`src/jtl_pkg.sv`:
```
// Shared constants, types and code tables for the transmit link layer.
package jtl_pkg;

  // ----------------------------------------------------------------
  // Register map
  // ----------------------------------------------------------------
  localparam logic [7:0] ADDR_CTRL = 8'h00;
  localparam logic [7:0] ADDR_CFG = 8'h04;
  localparam logic [7:0] ADDR_STAT = 8'h08;

  typedef enum logic [1:0] {
    ST_CGS = 2'b00,
    ST_ILA = 2'b01,
    ST_DATA = 2'b10
  } jtl_state_e;

  typedef struct packed {
    logic tp_constant;
    logic [2:0] link_test_select;
    logic reset_mask_after_first;
    logic reset_mask_phase_dividers;
    logic reset_mask_dividers;
    logic force_multiframe_count;
    logic [1:0] subclass;
    logic [1:0] alignment_release_delay;
    logic sw_sync_request;
    logic ilas_disable;
    logic lane_align;
    logic frame_align;
    logic scrambler_enable;
  } jtl_ctrl_s;

  typedef struct packed {
    logic [5:0] multiframe_count_init;
    logic [4:0] frame_octets_m1;
    logic [5:0] mf_octets_m1;
  } jtl_cfg_s;

  localparam jtl_ctrl_s CTRL_RESET = 17'h00000;
  localparam jtl_cfg_s CFG_RESET = 17'h00151;

  // ----------------------------------------------------------------
  // Counts and characters
  // ----------------------------------------------------------------
  localparam logic [2:0] SYNC_MIN_CYCLES = 3'h4;
  localparam logic [1:0] ILA_LAST_MF = 2'h3;
  localparam logic [1:0] SUBCLASS_1 = 2'h1;
  localparam logic [1:0] SUBCLASS_2 = 2'h2;
  localparam logic [2:0] TM_NONE = 3'h0;
  localparam logic [2:0] TM_D215 = 3'h1;
  localparam logic [2:0] TM_K285 = 3'h2;
  localparam logic [2:0] TM_RPAT = 3'h3;
  localparam logic [3:0] RPAT_LAST = 4'hb;
  localparam logic [7:0] K28_0 = 8'h1c;
  localparam logic [7:0] K28_3 = 8'h7c;
  localparam logic [7:0] K28_4 = 8'h9c;
  localparam logic [7:0] K28_5 = 8'hbc;
  localparam logic [7:0] K28_7 = 8'hfc;
  localparam logic [7:0] D28_3 = 8'h7c;
  localparam logic [7:0] D28_7 = 8'hfc;
  localparam logic [7:0] D21_5 = 8'hb5;
  localparam logic [7:0] TP_CONST_OCTET = 8'h00;
  localparam logic [14:0] SCR_SEED = 15'h7fff;
  localparam logic [5:0] K28_6B = 6'h0f;
  localparam logic [3:0] ALT7_4B = 4'h7;

  localparam logic [5:0] ENC6 [32] = '{
    6'h27, 6'h1d, 6'h2d, 6'h31, 6'h35, 6'h29, 6'h19, 6'h38,
    6'h39, 6'h25, 6'h15, 6'h34, 6'h0d, 6'h2c, 6'h1c, 6'h17,
    6'h1b, 6'h23, 6'h13, 6'h32, 6'h0b, 6'h2a, 6'h1a, 6'h3a,
    6'h33, 6'h26, 6'h16, 6'h36, 6'h0e, 6'h2e, 6'h1e, 6'h2b};
  localparam logic [3:0] ENC4 [8] = '{
    4'hb, 4'h9, 4'h5, 4'hc, 4'hd, 4'ha, 4'h6, 4'he};
  localparam logic [7:0] RPAT [12] = '{
    8'hbe, 8'hd7, 8'h23, 8'h47, 8'h6b, 8'h8f,
    8'hb3, 8'h14, 8'h5e, 8'hfb, 8'h35, 8'h59};

endpackage

```
`src/jtl_link.sv`:
```
// Transmit data link layer: sync, alignment, replacement and 8b/10b.

// Operation
// RQ1: Every octet is 8b/10b encoded; frame contents go out MSB first.
// RQ2: Sync request low for four or more clocks starts K28.5 synchronisation.
// RQ3: Software sync request holds the link sending K28.5 continuously.
// RQ4: Alignment sequence follows synchronisation unless disabled by a control bit.
// RQ5: Leave synchronisation on first multiframe boundary, or later by release delay.
// RQ6: Unscrambled lane alignment: repeated multiframe last octet becomes K28.3.
// RQ7: Unscrambled frame alignment: repeated frame last octet becomes K28.7, unless just aligned.
// RQ8: Scrambled lane alignment: last multiframe octet equal D28.3 becomes K28.3.
// RQ9: Scrambled frame alignment: last frame octet equal D28.7 becomes K28.7.
// RQ10: No alignment enables means no replacement; both enables apply both.
// RQ11: Link test modes send fixed characters, never scrambled, including 120-bit random pattern.
// RQ12: Constant transport pattern with scrambler on yields a pseudo-random sequence.
// RQ13: Multiframe phase set by SYSREF in subclass 1, sync rise in 2.
// RQ14: SYSREF is active high, sampled on rising clock edges only.
// RQ15: Sync or reference event reloads multiframe counter to zero or forced value.
// RQ16: A periodic SYSREF period is a multiple of the multiframe period.
// RQ17: SYSREF stays low unless the link runs in subclass 1.
// RQ18: By default each relevant event resets dividers and, in subclasses 1/2, phase.
// RQ19: Events also reset test pattern phase, frame phase and odd/even selection; the code resets frame phase only together with multiframe phase.
// RQ20: First mask bit: later events reset phase only, not dividers or others.
// RQ21: Second mask bit: later events skip phase and dividers, still reset others.
// RQ22: Third mask bit: first event resets everything, later ones masked like second.
// RQ23: Systems with periodic SYSREF set one of the three mask bits.
// RQ24: Scrambler is bypassed during synchronisation and alignment sequence.
// RQ25: Keep sending K28.5 until sync deasserts, then advance at chosen boundary.
module jtl_link
  import jtl_pkg::*;
(
  input wire logic MCLK_I,
  input wire logic RST_I,
  input wire logic PSEL_I,
  input wire logic PENABLE_I,
  input wire logic PWRITE_I,
  input wire logic [7:0] PADDR_I,
  input wire logic [31:0] PWDATA_I,
  output logic [31:0] PRDATA_O,
  output logic PREADY_O,
  output logic PSLVERR_O,
  input wire logic SYNC_REQUEST_N_I,
  input wire logic SYSREF_I,
  input wire logic [7:0] OCTET_I,
  output logic [9:0] LANE_O,
  output logic [1:0] LINK_STATE_O,
  output logic MF_BOUNDARY_O,
  output logic DIVIDER_RESET_O,
  output logic SYNC_RESET_O,
  output logic ODD_EVEN_SEL_O
);

  jtl_ctrl_s ctrl;
  jtl_cfg_s cfg;
  jtl_state_e state;
  logic sync_q;
  logic sysref_q;
  logic [2:0] low_cnt;
  logic [5:0] lmfc;
  logic [4:0] fo;
  logic [1:0] rel_left;
  logic [1:0] ila_mf;
  logic [3:0] rpat_idx;
  logic [14:0] scr_st;
  logic rd;
  logic mask3_used;
  logic [7:0] prev_frame_last;
  logic [7:0] prev_mf_last;
  logic prev_aligned;
  logic enter_cgs;
  logic sync_rise;
  logic sysref_rise;
  logic event_in;
  logic phase_ev;
  logic div_ev;
  logic other_ev;
  logic mf_end;
  logic frame_end;
  logic [7:0] next_d;
  logic next_k;
  logic next_repl;
  logic [7:0] src;
  logic [22:0] scr_res;
  logic [10:0] enc_res;
  logic [31:0] rd_mux;
  logic rd_err;

  // ----------------------------------------------------------------
  // Code functions
  // ----------------------------------------------------------------
  function automatic logic [10:0] enc8b10b(input logic [7:0] d, input logic k,
                                           input logic rd_in);
    logic [5:0] c6;
    logic [3:0] c4;
    logic [4:0] x;
    logic [2:0] y;
    logic r6;
    logic alt;
    x = d[4:0];
    y = d[7:5];
    c6 = k ? K28_6B : ENC6[x];
    if (rd_in && ($countones(c6) != 3 || (!k && x == 5'd7))) begin
      c6 = ~c6;
    end
    r6 = rd_in ^ ($countones(c6) != 3);
    alt = (y == 3'd7) && (k || (!r6 && (x == 5'd17 || x == 5'd18 || x == 5'd20))
          || (r6 && (x == 5'd11 || x == 5'd13 || x == 5'd14)));
    c4 = alt ? ALT7_4B : ENC4[y];
    if ((r6 && ($countones(c4) != 2 || y == 3'd3))
        || (k && !r6 && $countones(c4) == 2 && y != 3'd3)) begin
      c4 = ~c4;
    end
    return {r6 ^ ($countones(c4) != 2), c6, c4};
  endfunction

  // Self-synchronous scrambler, most significant bit first.
  function automatic logic [22:0] scramble(input logic [7:0] d, input logic [14:0] st);
    logic [14:0] s;
    logic [7:0] o;
    logic b;
    s = st;
    o = 8'h00;
    for (int i = 7; i >= 0; i--) begin
      b = d[i] ^ s[13] ^ s[14];
      o[i] = b;
      s = {s[13:0], b};
    end
    return {s, o};
  endfunction

  // ----------------------------------------------------------------
  // APB slave
  // ----------------------------------------------------------------
  always_comb begin
    rd_mux = 32'h00000000;
    rd_err = 1'b0;
    if (PADDR_I == ADDR_CTRL) begin
      rd_mux = {15'h0000, ctrl};
    end else if (PADDR_I == ADDR_CFG) begin
      rd_mux = {10'h000, cfg.multiframe_count_init, 3'h0, cfg.frame_octets_m1,
                2'h0, cfg.mf_octets_m1};
    end else if (PADDR_I == ADDR_STAT) begin
      rd_mux = {15'h0000, (low_cnt == SYNC_MIN_CYCLES), 2'h0, lmfc, 2'h0, ila_mf,
                2'h0, state};
    end else begin
      rd_err = 1'b1;
    end
  end

  // Zero wait states: ready rises for the access phase of every transfer.
  always_ff @(posedge MCLK_I or posedge RST_I) begin
    if (RST_I) begin
      PREADY_O <= 1'b0;
      PRDATA_O <= 32'h00000000;
      PSLVERR_O <= 1'b0;
    end else begin
      PREADY_O <= PSEL_I & ~PENABLE_I;
      PSLVERR_O <= PSEL_I & ~PENABLE_I & rd_err;
      PRDATA_O <= (PSEL_I & ~PENABLE_I & ~PWRITE_I) ? rd_mux : 32'h00000000;
    end
  end

  always_ff @(posedge MCLK_I or posedge RST_I) begin
    if (RST_I) begin
      ctrl <= CTRL_RESET;
      cfg <= CFG_RESET;
    end else if (PSEL_I && PENABLE_I && PREADY_O && PWRITE_I) begin
      if (PADDR_I == ADDR_CTRL) begin
        ctrl <= PWDATA_I[16:0];
      end else if (PADDR_I == ADDR_CFG) begin
        cfg <= {PWDATA_I[21:16], PWDATA_I[12:8], PWDATA_I[5:0]};
      end
    end
  end

  // ----------------------------------------------------------------
  // Sync and reference events
  // ----------------------------------------------------------------
  always_ff @(posedge MCLK_I or posedge RST_I) begin
    if (RST_I) begin
      sync_q <= 1'b1;
      sysref_q <= 1'b0;
      low_cnt <= 3'h0;
    end else begin
      sync_q <= SYNC_REQUEST_N_I;
      sysref_q <= SYSREF_I; // RQ14
      if (SYNC_REQUEST_N_I) begin
        low_cnt <= 3'h0;
      end else if (low_cnt != SYNC_MIN_CYCLES) begin
        low_cnt <= low_cnt + 3'h1;
      end
    end
  end

  assign enter_cgs = !SYNC_REQUEST_N_I && low_cnt == SYNC_MIN_CYCLES - 3'h1; // RQ2
  assign sync_rise = SYNC_REQUEST_N_I & ~sync_q;
  assign sysref_rise = SYSREF_I & ~sysref_q; // RQ14
  assign event_in = (ctrl.subclass == SUBCLASS_1) ? sysref_rise : sync_rise; // RQ13 RQ18

  // Phase reset only exists in subclasses 1 and 2; masks gate each target.
  assign phase_ev = event_in && (ctrl.subclass == SUBCLASS_1 || ctrl.subclass == SUBCLASS_2)
                    && !ctrl.reset_mask_phase_dividers
                    && !(ctrl.reset_mask_after_first && mask3_used); // RQ18 RQ20 RQ21 RQ22
  assign div_ev = event_in && !ctrl.reset_mask_dividers && !ctrl.reset_mask_phase_dividers
                  && !(ctrl.reset_mask_after_first && mask3_used); // RQ20 RQ21 RQ22
  assign other_ev = event_in && !ctrl.reset_mask_dividers; // RQ19 RQ20 RQ21

  // The third mask lets exactly one event through after it is set.
  always_ff @(posedge MCLK_I or posedge RST_I) begin
    if (RST_I) begin
      mask3_used <= 1'b0;
    end else if (!ctrl.reset_mask_after_first) begin
      mask3_used <= 1'b0;
    end else if (event_in) begin
      mask3_used <= 1'b1; // RQ22
    end
  end

  always_ff @(posedge MCLK_I or posedge RST_I) begin
    if (RST_I) begin
      DIVIDER_RESET_O <= 1'b0;
      SYNC_RESET_O <= 1'b0;
      ODD_EVEN_SEL_O <= 1'b0;
    end else begin
      DIVIDER_RESET_O <= div_ev; // RQ18
      SYNC_RESET_O <= other_ev; // RQ19
      ODD_EVEN_SEL_O <= other_ev ? 1'b0 : ~ODD_EVEN_SEL_O; // RQ19
    end
  end

  // ----------------------------------------------------------------
  // Multiframe and frame counters
  // ----------------------------------------------------------------
  assign mf_end = lmfc == cfg.mf_octets_m1;
  assign frame_end = fo == cfg.frame_octets_m1 || mf_end;

  always_ff @(posedge MCLK_I or posedge RST_I) begin
    if (RST_I) begin
      lmfc <= 6'h00;
      fo <= 5'h00;
    end else if (phase_ev) begin
      lmfc <= ctrl.force_multiframe_count ? cfg.multiframe_count_init : 6'h00; // RQ15
      fo <= 5'h00; // RQ19
    end else begin
      lmfc <= mf_end ? 6'h00 : lmfc + 6'h01;
      fo <= frame_end ? 5'h00 : fo + 5'h01;
    end
  end

  always_ff @(posedge MCLK_I or posedge RST_I) begin
    if (RST_I) begin
      MF_BOUNDARY_O <= 1'b0;
    end else begin
      MF_BOUNDARY_O <= mf_end && ctrl.subclass != 2'h0 && ctrl.subclass != 2'h3; // RQ13
    end
  end

  // ----------------------------------------------------------------
  // Link state machine
  // ----------------------------------------------------------------
  always_ff @(posedge MCLK_I or posedge RST_I) begin
    if (RST_I) begin
      state <= ST_CGS;
      rel_left <= 2'h0;
      ila_mf <= 2'h0;
    end else begin
      case (state)
        ST_CGS: begin
          if (!SYNC_REQUEST_N_I || ctrl.sw_sync_request) begin
            rel_left <= ctrl.alignment_release_delay; // RQ3 RQ25
          end else if (mf_end) begin
            if (rel_left == 2'h0) begin
              state <= ctrl.ilas_disable ? ST_DATA : ST_ILA; // RQ4 RQ5
              ila_mf <= 2'h0;
            end else begin
              rel_left <= rel_left - 2'h1; // RQ5
            end
          end
        end
        ST_ILA: begin
          if (enter_cgs || ctrl.sw_sync_request) begin
            state <= ST_CGS; // RQ2 RQ3
          end else if (mf_end) begin
            if (ila_mf == ILA_LAST_MF) begin
              state <= ST_DATA; // RQ4
            end else begin
              ila_mf <= ila_mf + 2'h1;
            end
          end
        end
        default: begin
          if (enter_cgs || ctrl.sw_sync_request) begin
            state <= ST_CGS; // RQ2 RQ3
          end
        end
      endcase
    end
  end

  // ----------------------------------------------------------------
  // Character selection
  // ----------------------------------------------------------------
  assign src = ctrl.tp_constant ? TP_CONST_OCTET : OCTET_I; // RQ12
  assign scr_res = scramble(src, scr_st);

  always_comb begin
    next_d = src;
    next_k = 1'b0;
    next_repl = 1'b0;
    if (ctrl.link_test_select != TM_NONE) begin
      if (ctrl.link_test_select == TM_K285) begin
        next_d = K28_5; // RQ11
        next_k = 1'b1;
      end else if (ctrl.link_test_select == TM_RPAT) begin
        next_d = RPAT[rpat_idx]; // RQ11
      end else begin
        next_d = D21_5; // RQ11
      end
    end else begin
      case (state)
        ST_CGS: begin
          next_d = K28_5; // RQ2 RQ25
          next_k = 1'b1;
        end
        ST_ILA: begin
          next_k = 1'b1;
          if (lmfc == 6'h00) begin
            next_d = K28_0;
          end else if (ila_mf == 2'h1 && lmfc == 6'h01) begin
            next_d = K28_4;
          end else if (mf_end) begin
            next_d = K28_3;
          end else begin
            next_d = {2'h0, lmfc}; // RQ24
            next_k = 1'b0;
          end
        end
        default: begin
          if (ctrl.scrambler_enable) begin
            next_d = scr_res[7:0]; // RQ10 RQ12
            if (ctrl.lane_align && mf_end && next_d == D28_3) begin
              next_repl = 1'b1; // RQ8
            end else if (ctrl.frame_align && frame_end && next_d == D28_7) begin
              next_repl = 1'b1; // RQ9
            end
          end else begin
            if (ctrl.lane_align && mf_end && src == prev_mf_last) begin
              next_d = K28_3; // RQ6
              next_repl = 1'b1;
            end else if (ctrl.frame_align && frame_end && src == prev_frame_last
                         && !prev_aligned) begin
              next_d = K28_7; // RQ7
              next_repl = 1'b1;
            end
          end
          next_k = next_repl; // RQ10
        end
      endcase
    end
  end

  // Scrambler advances only on data octets, never on test or sequence octets.
  always_ff @(posedge MCLK_I or posedge RST_I) begin
    if (RST_I) begin
      scr_st <= SCR_SEED;
    end else if (state == ST_DATA && ctrl.scrambler_enable
                 && ctrl.link_test_select == TM_NONE) begin
      scr_st <= scr_res[22:8]; // RQ24 RQ11
    end
  end

  always_ff @(posedge MCLK_I or posedge RST_I) begin
    if (RST_I) begin
      prev_frame_last <= 8'h00;
      prev_mf_last <= 8'h00;
      prev_aligned <= 1'b0;
    end else if (state == ST_DATA && frame_end) begin
      prev_frame_last <= src; // RQ7
      prev_aligned <= next_repl; // RQ7
      if (mf_end) begin
        prev_mf_last <= src; // RQ6
      end
    end
  end

  always_ff @(posedge MCLK_I or posedge RST_I) begin
    if (RST_I) begin
      rpat_idx <= 4'h0;
    end else if (other_ev || ctrl.link_test_select != TM_RPAT || rpat_idx == RPAT_LAST) begin
      rpat_idx <= 4'h0; // RQ19
    end else begin
      rpat_idx <= rpat_idx + 4'h1;
    end
  end

  // ----------------------------------------------------------------
  // Encoder and outputs
  // ----------------------------------------------------------------
  assign enc_res = enc8b10b(next_d, next_k, rd); // RQ1

  always_ff @(posedge MCLK_I or posedge RST_I) begin
    if (RST_I) begin
      rd <= 1'b0;
      LANE_O <= 10'h000;
      LINK_STATE_O <= 2'h0;
    end else begin
      rd <= enc_res[10];
      LANE_O <= enc_res[9:0]; // RQ1
      LINK_STATE_O <= state;
    end
  end

endmodule

```
`config.mk`:
```
export PLATFORM = sky130hd
export DESIGN_NAME = jtl_link
export DESIGN_NICKNAME = d
export VERILOG_FILES = /design/src/jtl_pkg.sv /design/src/jtl_link.sv
export SDC_FILE = /design/constraint.sdc
export NUM_CORES = 1
export LEC_CHECK = 0
export BUFFER_PORTS_ARGS = -buffer_cell sky130_fd_sc_hd__buf_2
export CORE_MARGIN = 2
export CORE_UTILIZATION = 59
export DETAILED_ROUTE_END_ITERATION = 10
export GPL_ROUTABILITY_DRIVEN = 0
export PLACE_DENSITY = 0.81
export SLEW_MARGIN = 20
export SYNTH_ARGS = -nofsm -noshare
export SYNTH_HDL_FRONTEND = slang
export SYNTH_SLANG_ARGS = --single-unit
export TNS_END_PERCENT = 50
```
`constraint.sdc`:
```
create_clock -name MCLK_I -period 14.9 [get_ports MCLK_I]
set_clock_uncertainty 0.15 [all_clocks]
set_input_delay 2.98 -clock MCLK_I [delete_from_list [all_inputs] [get_ports MCLK_I]]
set_output_delay 2.98 -clock MCLK_I [all_outputs]
set_load 0.01 [all_outputs]
```
==> key figures <==
Outcome
  – Outcome: complete, no violations

Placement
  – IO Port Bufs: 84
  – Final HPWL DP: 12,800 µm
  – Pre-CTS setup slack: 0.697 ns

Drt
  – Pre-antenna DRT Iters: 7
  – Drt initial violations: 390
  – Total Wirelength: 18,500 µm
  – Final ANT Viol Nets: 0
  – Number of vias per cell: 5.78
  – DRC viols: 0
  – Post-DR wirelength/cell: 16.9 µm
  – Vias: 6,320

Yosys
  – Largest cells by area after synthesis: dfrtp_1 (35%), dfstp_2 (6.5%), mux2_2 (6.3%)
  – Mapped Cells: 834
  – Seq/Total Area, Yosys: 41.7%
  – Post-synthesis register bit count: 134
  – Post-synth top area share: 35.2%
  – Yosys top cell by area: dfrtp_1
  – Post-synth EDFFs: 0
  – Avg Cell Area, Syn: 9.71 µm²
  – Ys Warns: 0
  – Prevailing post-synth register cell: dfrtp_1
  – Synthesized area: 8100 µm²
  – Asr flop ratio synth: 100%
  – Distinct cells, synth: 81

Floorplan
  – Die footprint: 14,700 µm²
  – Ports: 105
  – Initial core utilization: 60.7%
  – Height of the die: 121 µm
  – Row count: 42
  – Core Area: 13,300 µm²
  – Die W: 121 µm

STA
  – Least-Margin Pin Slew: 1.05 ns
  – Final Hold Vio Count: 0
  – Final setup vio count: 0
  – Final period utilization: 93.6%
  – RSZ-0062 raised after global routing: no
  – Setup TNS: 0 ns
  – WHS: 0.278 ns
  – Max frequency: 71.7 MHz
  – Max Slew Vio Count: 0
  – Tmin final: 13.95 ns
  – Worst setup margin: 0.955 ns
  – Max_slew headroom: 29.9%

Layout
  – Area Overhead vs Synth: 13.4%
  – Antenna Cells: 0
  – # nets final: 1,004
  – Util after Layout: 68.8%
  – Share of layout cells above drive strength 1: 23.3%
  – Commonest non-fill, non-tap cells in the layout: dfrtp_1 (114), nand2_1 (94), nor2_1 (87)
  – Fill cells: 1,060
  – Most common cell after layout, fill and taps aside: dfrtp_1

Setup path
  – Top delay family on crit path: adder cells
  – Critical path's largest stage delay: 0.67 ns
  – CP most frequent cell: ha_1
  – CP Class: primary input to flop
  – Worst Path Max Fanout: 8
  – Endpoint class of the critical path: flop
  – CP startpoint kind: primary input
  – Buf/Inv on CP: 8
  – Slowest stage cell, crit path: o21ai_0
  – Worst path required time: 15.05 ns
  – Worst EP arrival: 14.10 ns

GRT
  – Vias in the first global route: 6,336
  – First-pass GRT wire length: 31,100 µm
  – GR Util All Layers: 27.2%
  – Initial antenna violation count: 0
  – Total grt overflow: 0
  – Pin count of the biggest net entering global routing: 77

Clock tree
  – CTS Root Cell: clkbuf_16
  – Hold Buf Count CTS: 0
  – Clock Latency Late Sink: 0.43 ns
  – Clk slew on worst S/H paths: 0.06 ns
  – Total CTS buffers: 17
  – Htree depth: 4
  – CTS tree: built
  – Post-CTS Setup Bufs: 0
  – Post-cts repair resize count: 0
  – Clock sink count: 134
  – Worst-case clock buffer depth: 2

Worst hold path
  – Hold crit path type: flop to flop

Job
  – MaxCap Viol Count: 0

Power
  – VDD IR max: 0.421 mV
  – Power per cell area: 272 nW/µm²
  – Leak pwr: 4.35 nW
  – Total power draw: 2.50 mW
==> final cells by class <==
type	instances	area (µm²)	share of cell area (%)
multi-input combinational	617	4330	47.2
sequential	134	3380	36.8
timing repair buffer	90	465	5.07
clock buffer	19	443	4.82
tap	176	220	2.40
inverter	45	174	1.89
clock inverter	13	171	1.87
==> stage by stage <==
stage                     std cells  area (µm²)
after floorplan                 843        8130
after global placement         1062        8560
after detailed placement       1062        8560
after CTS                      1094        9180
after global routing           1094        9180
final                          1094        9180
==> sequential cells by signal (all words and copies together) (netlist names), 3 cells and up <==
name / count
PRDATA_O: 22
prev_mf_last: 8
prev_frame_last: 8
rpat_idx: 4
fo: 5
ctrl: 17
LANE_O: 10
low_cnt: 3
scr_st: 15
cfg: 17
lmfc: 6
==> logic make-up after synthesis <==
family	synth area share (%)
simple gates	17.3
compound gates	13.1
flops	41.7
buf+inv	5.27
xor+xnor	6.81
mux	8.41
fa+ha+maj	7.35
other cells	0.0463
==> report_power, final <==
part	internal (mW)	switching, mW	total (mW)
registers	0.455	0.0550	0.511
logic	0.692	0.860	1.55
clock network	0.269	0.166	0.435
==> worst register-to-register path, delay by kind of cell (launching register included) <==
| family | cells | cell delay, ns |
|---|---|---|
| fa+ha+maj | 15 | 4.64 |
| flops | 1 | 0.56 |
| compound gates | 10 | 2.79 |
| buf+inv | 7 | 0.71 |
| xor+xnor | 5 | 0.92 |
| mux | 1 | 0.48 |
| simple gates | 10 | 1.70 |
==> Yosys cell counts, types with 4 or more instances <==
| cell | number |
|---|---|
| a21oi_1 | 32 |
| a221oi_1 | 4 |
| a31oi_1 | 12 |
| and2_1 | 7 |
| and3_1 | 4 |
| buf_2 | 10 |
| buf_4 | 12 |
| clkbuf_1 | 19 |
| dfrtp_1 | 114 |
| dfstp_2 | 20 |
| fa_1 | 6 |
| ha_1 | 38 |
| inv_1 | 44 |
| mux2_2 | 45 |
| mux2i_1 | 16 |
| nand2_1 | 94 |
| nand2b_1 | 7 |
| nand3_1 | 13 |
| nand3b_1 | 8 |
| nor2_1 | 87 |
| nor2b_1 | 17 |
| nor3_1 | 17 |
| nor4bb_1 | 6 |
| o21ai_0 | 39 |
| o22ai_1 | 8 |
| or3_1 | 4 |
| xnor2_1 | 34 |
| xor2_1 | 29 |
==> path summary, 6_finish.rpt <==
check | from | depth (start not counted) | slack, ns | end
worst min register to register | ODD_EVEN_SEL_O | 1 | 0.28 | ODD_EVEN_SEL_O
worst max-delay path | OCTET_I[6] | 48 | 0.95 | rd
min in group asynchronous | RST_I | 2 | 2.52 | PRDATA_O[21]
worst min-delay path | ODD_EVEN_SEL_O | 1 | 0.28 | ODD_EVEN_SEL_O
worst max register to register | lmfc[2] | 48 | 2.80 | rd
max in group asynchronous | RST_I | 3 | 10.89 | fo[3]
==> metal layers <==
| layer | vias up | part of all wire (%) | global-route usage, % |
|---|---|---|---|
| met4 | 0 | 2.5 | 10.8 |
| li1 | 3006 | - | - |
| met3 | 37 | 5.7 | 6.63 |
| met1 | 3090 | 42 | 34.7 |
| met2 | 187 | 49 | 44.5 |
| met5 | - | 0 | 0 |
No activity file was read; power rests on OpenSTA's default activity.
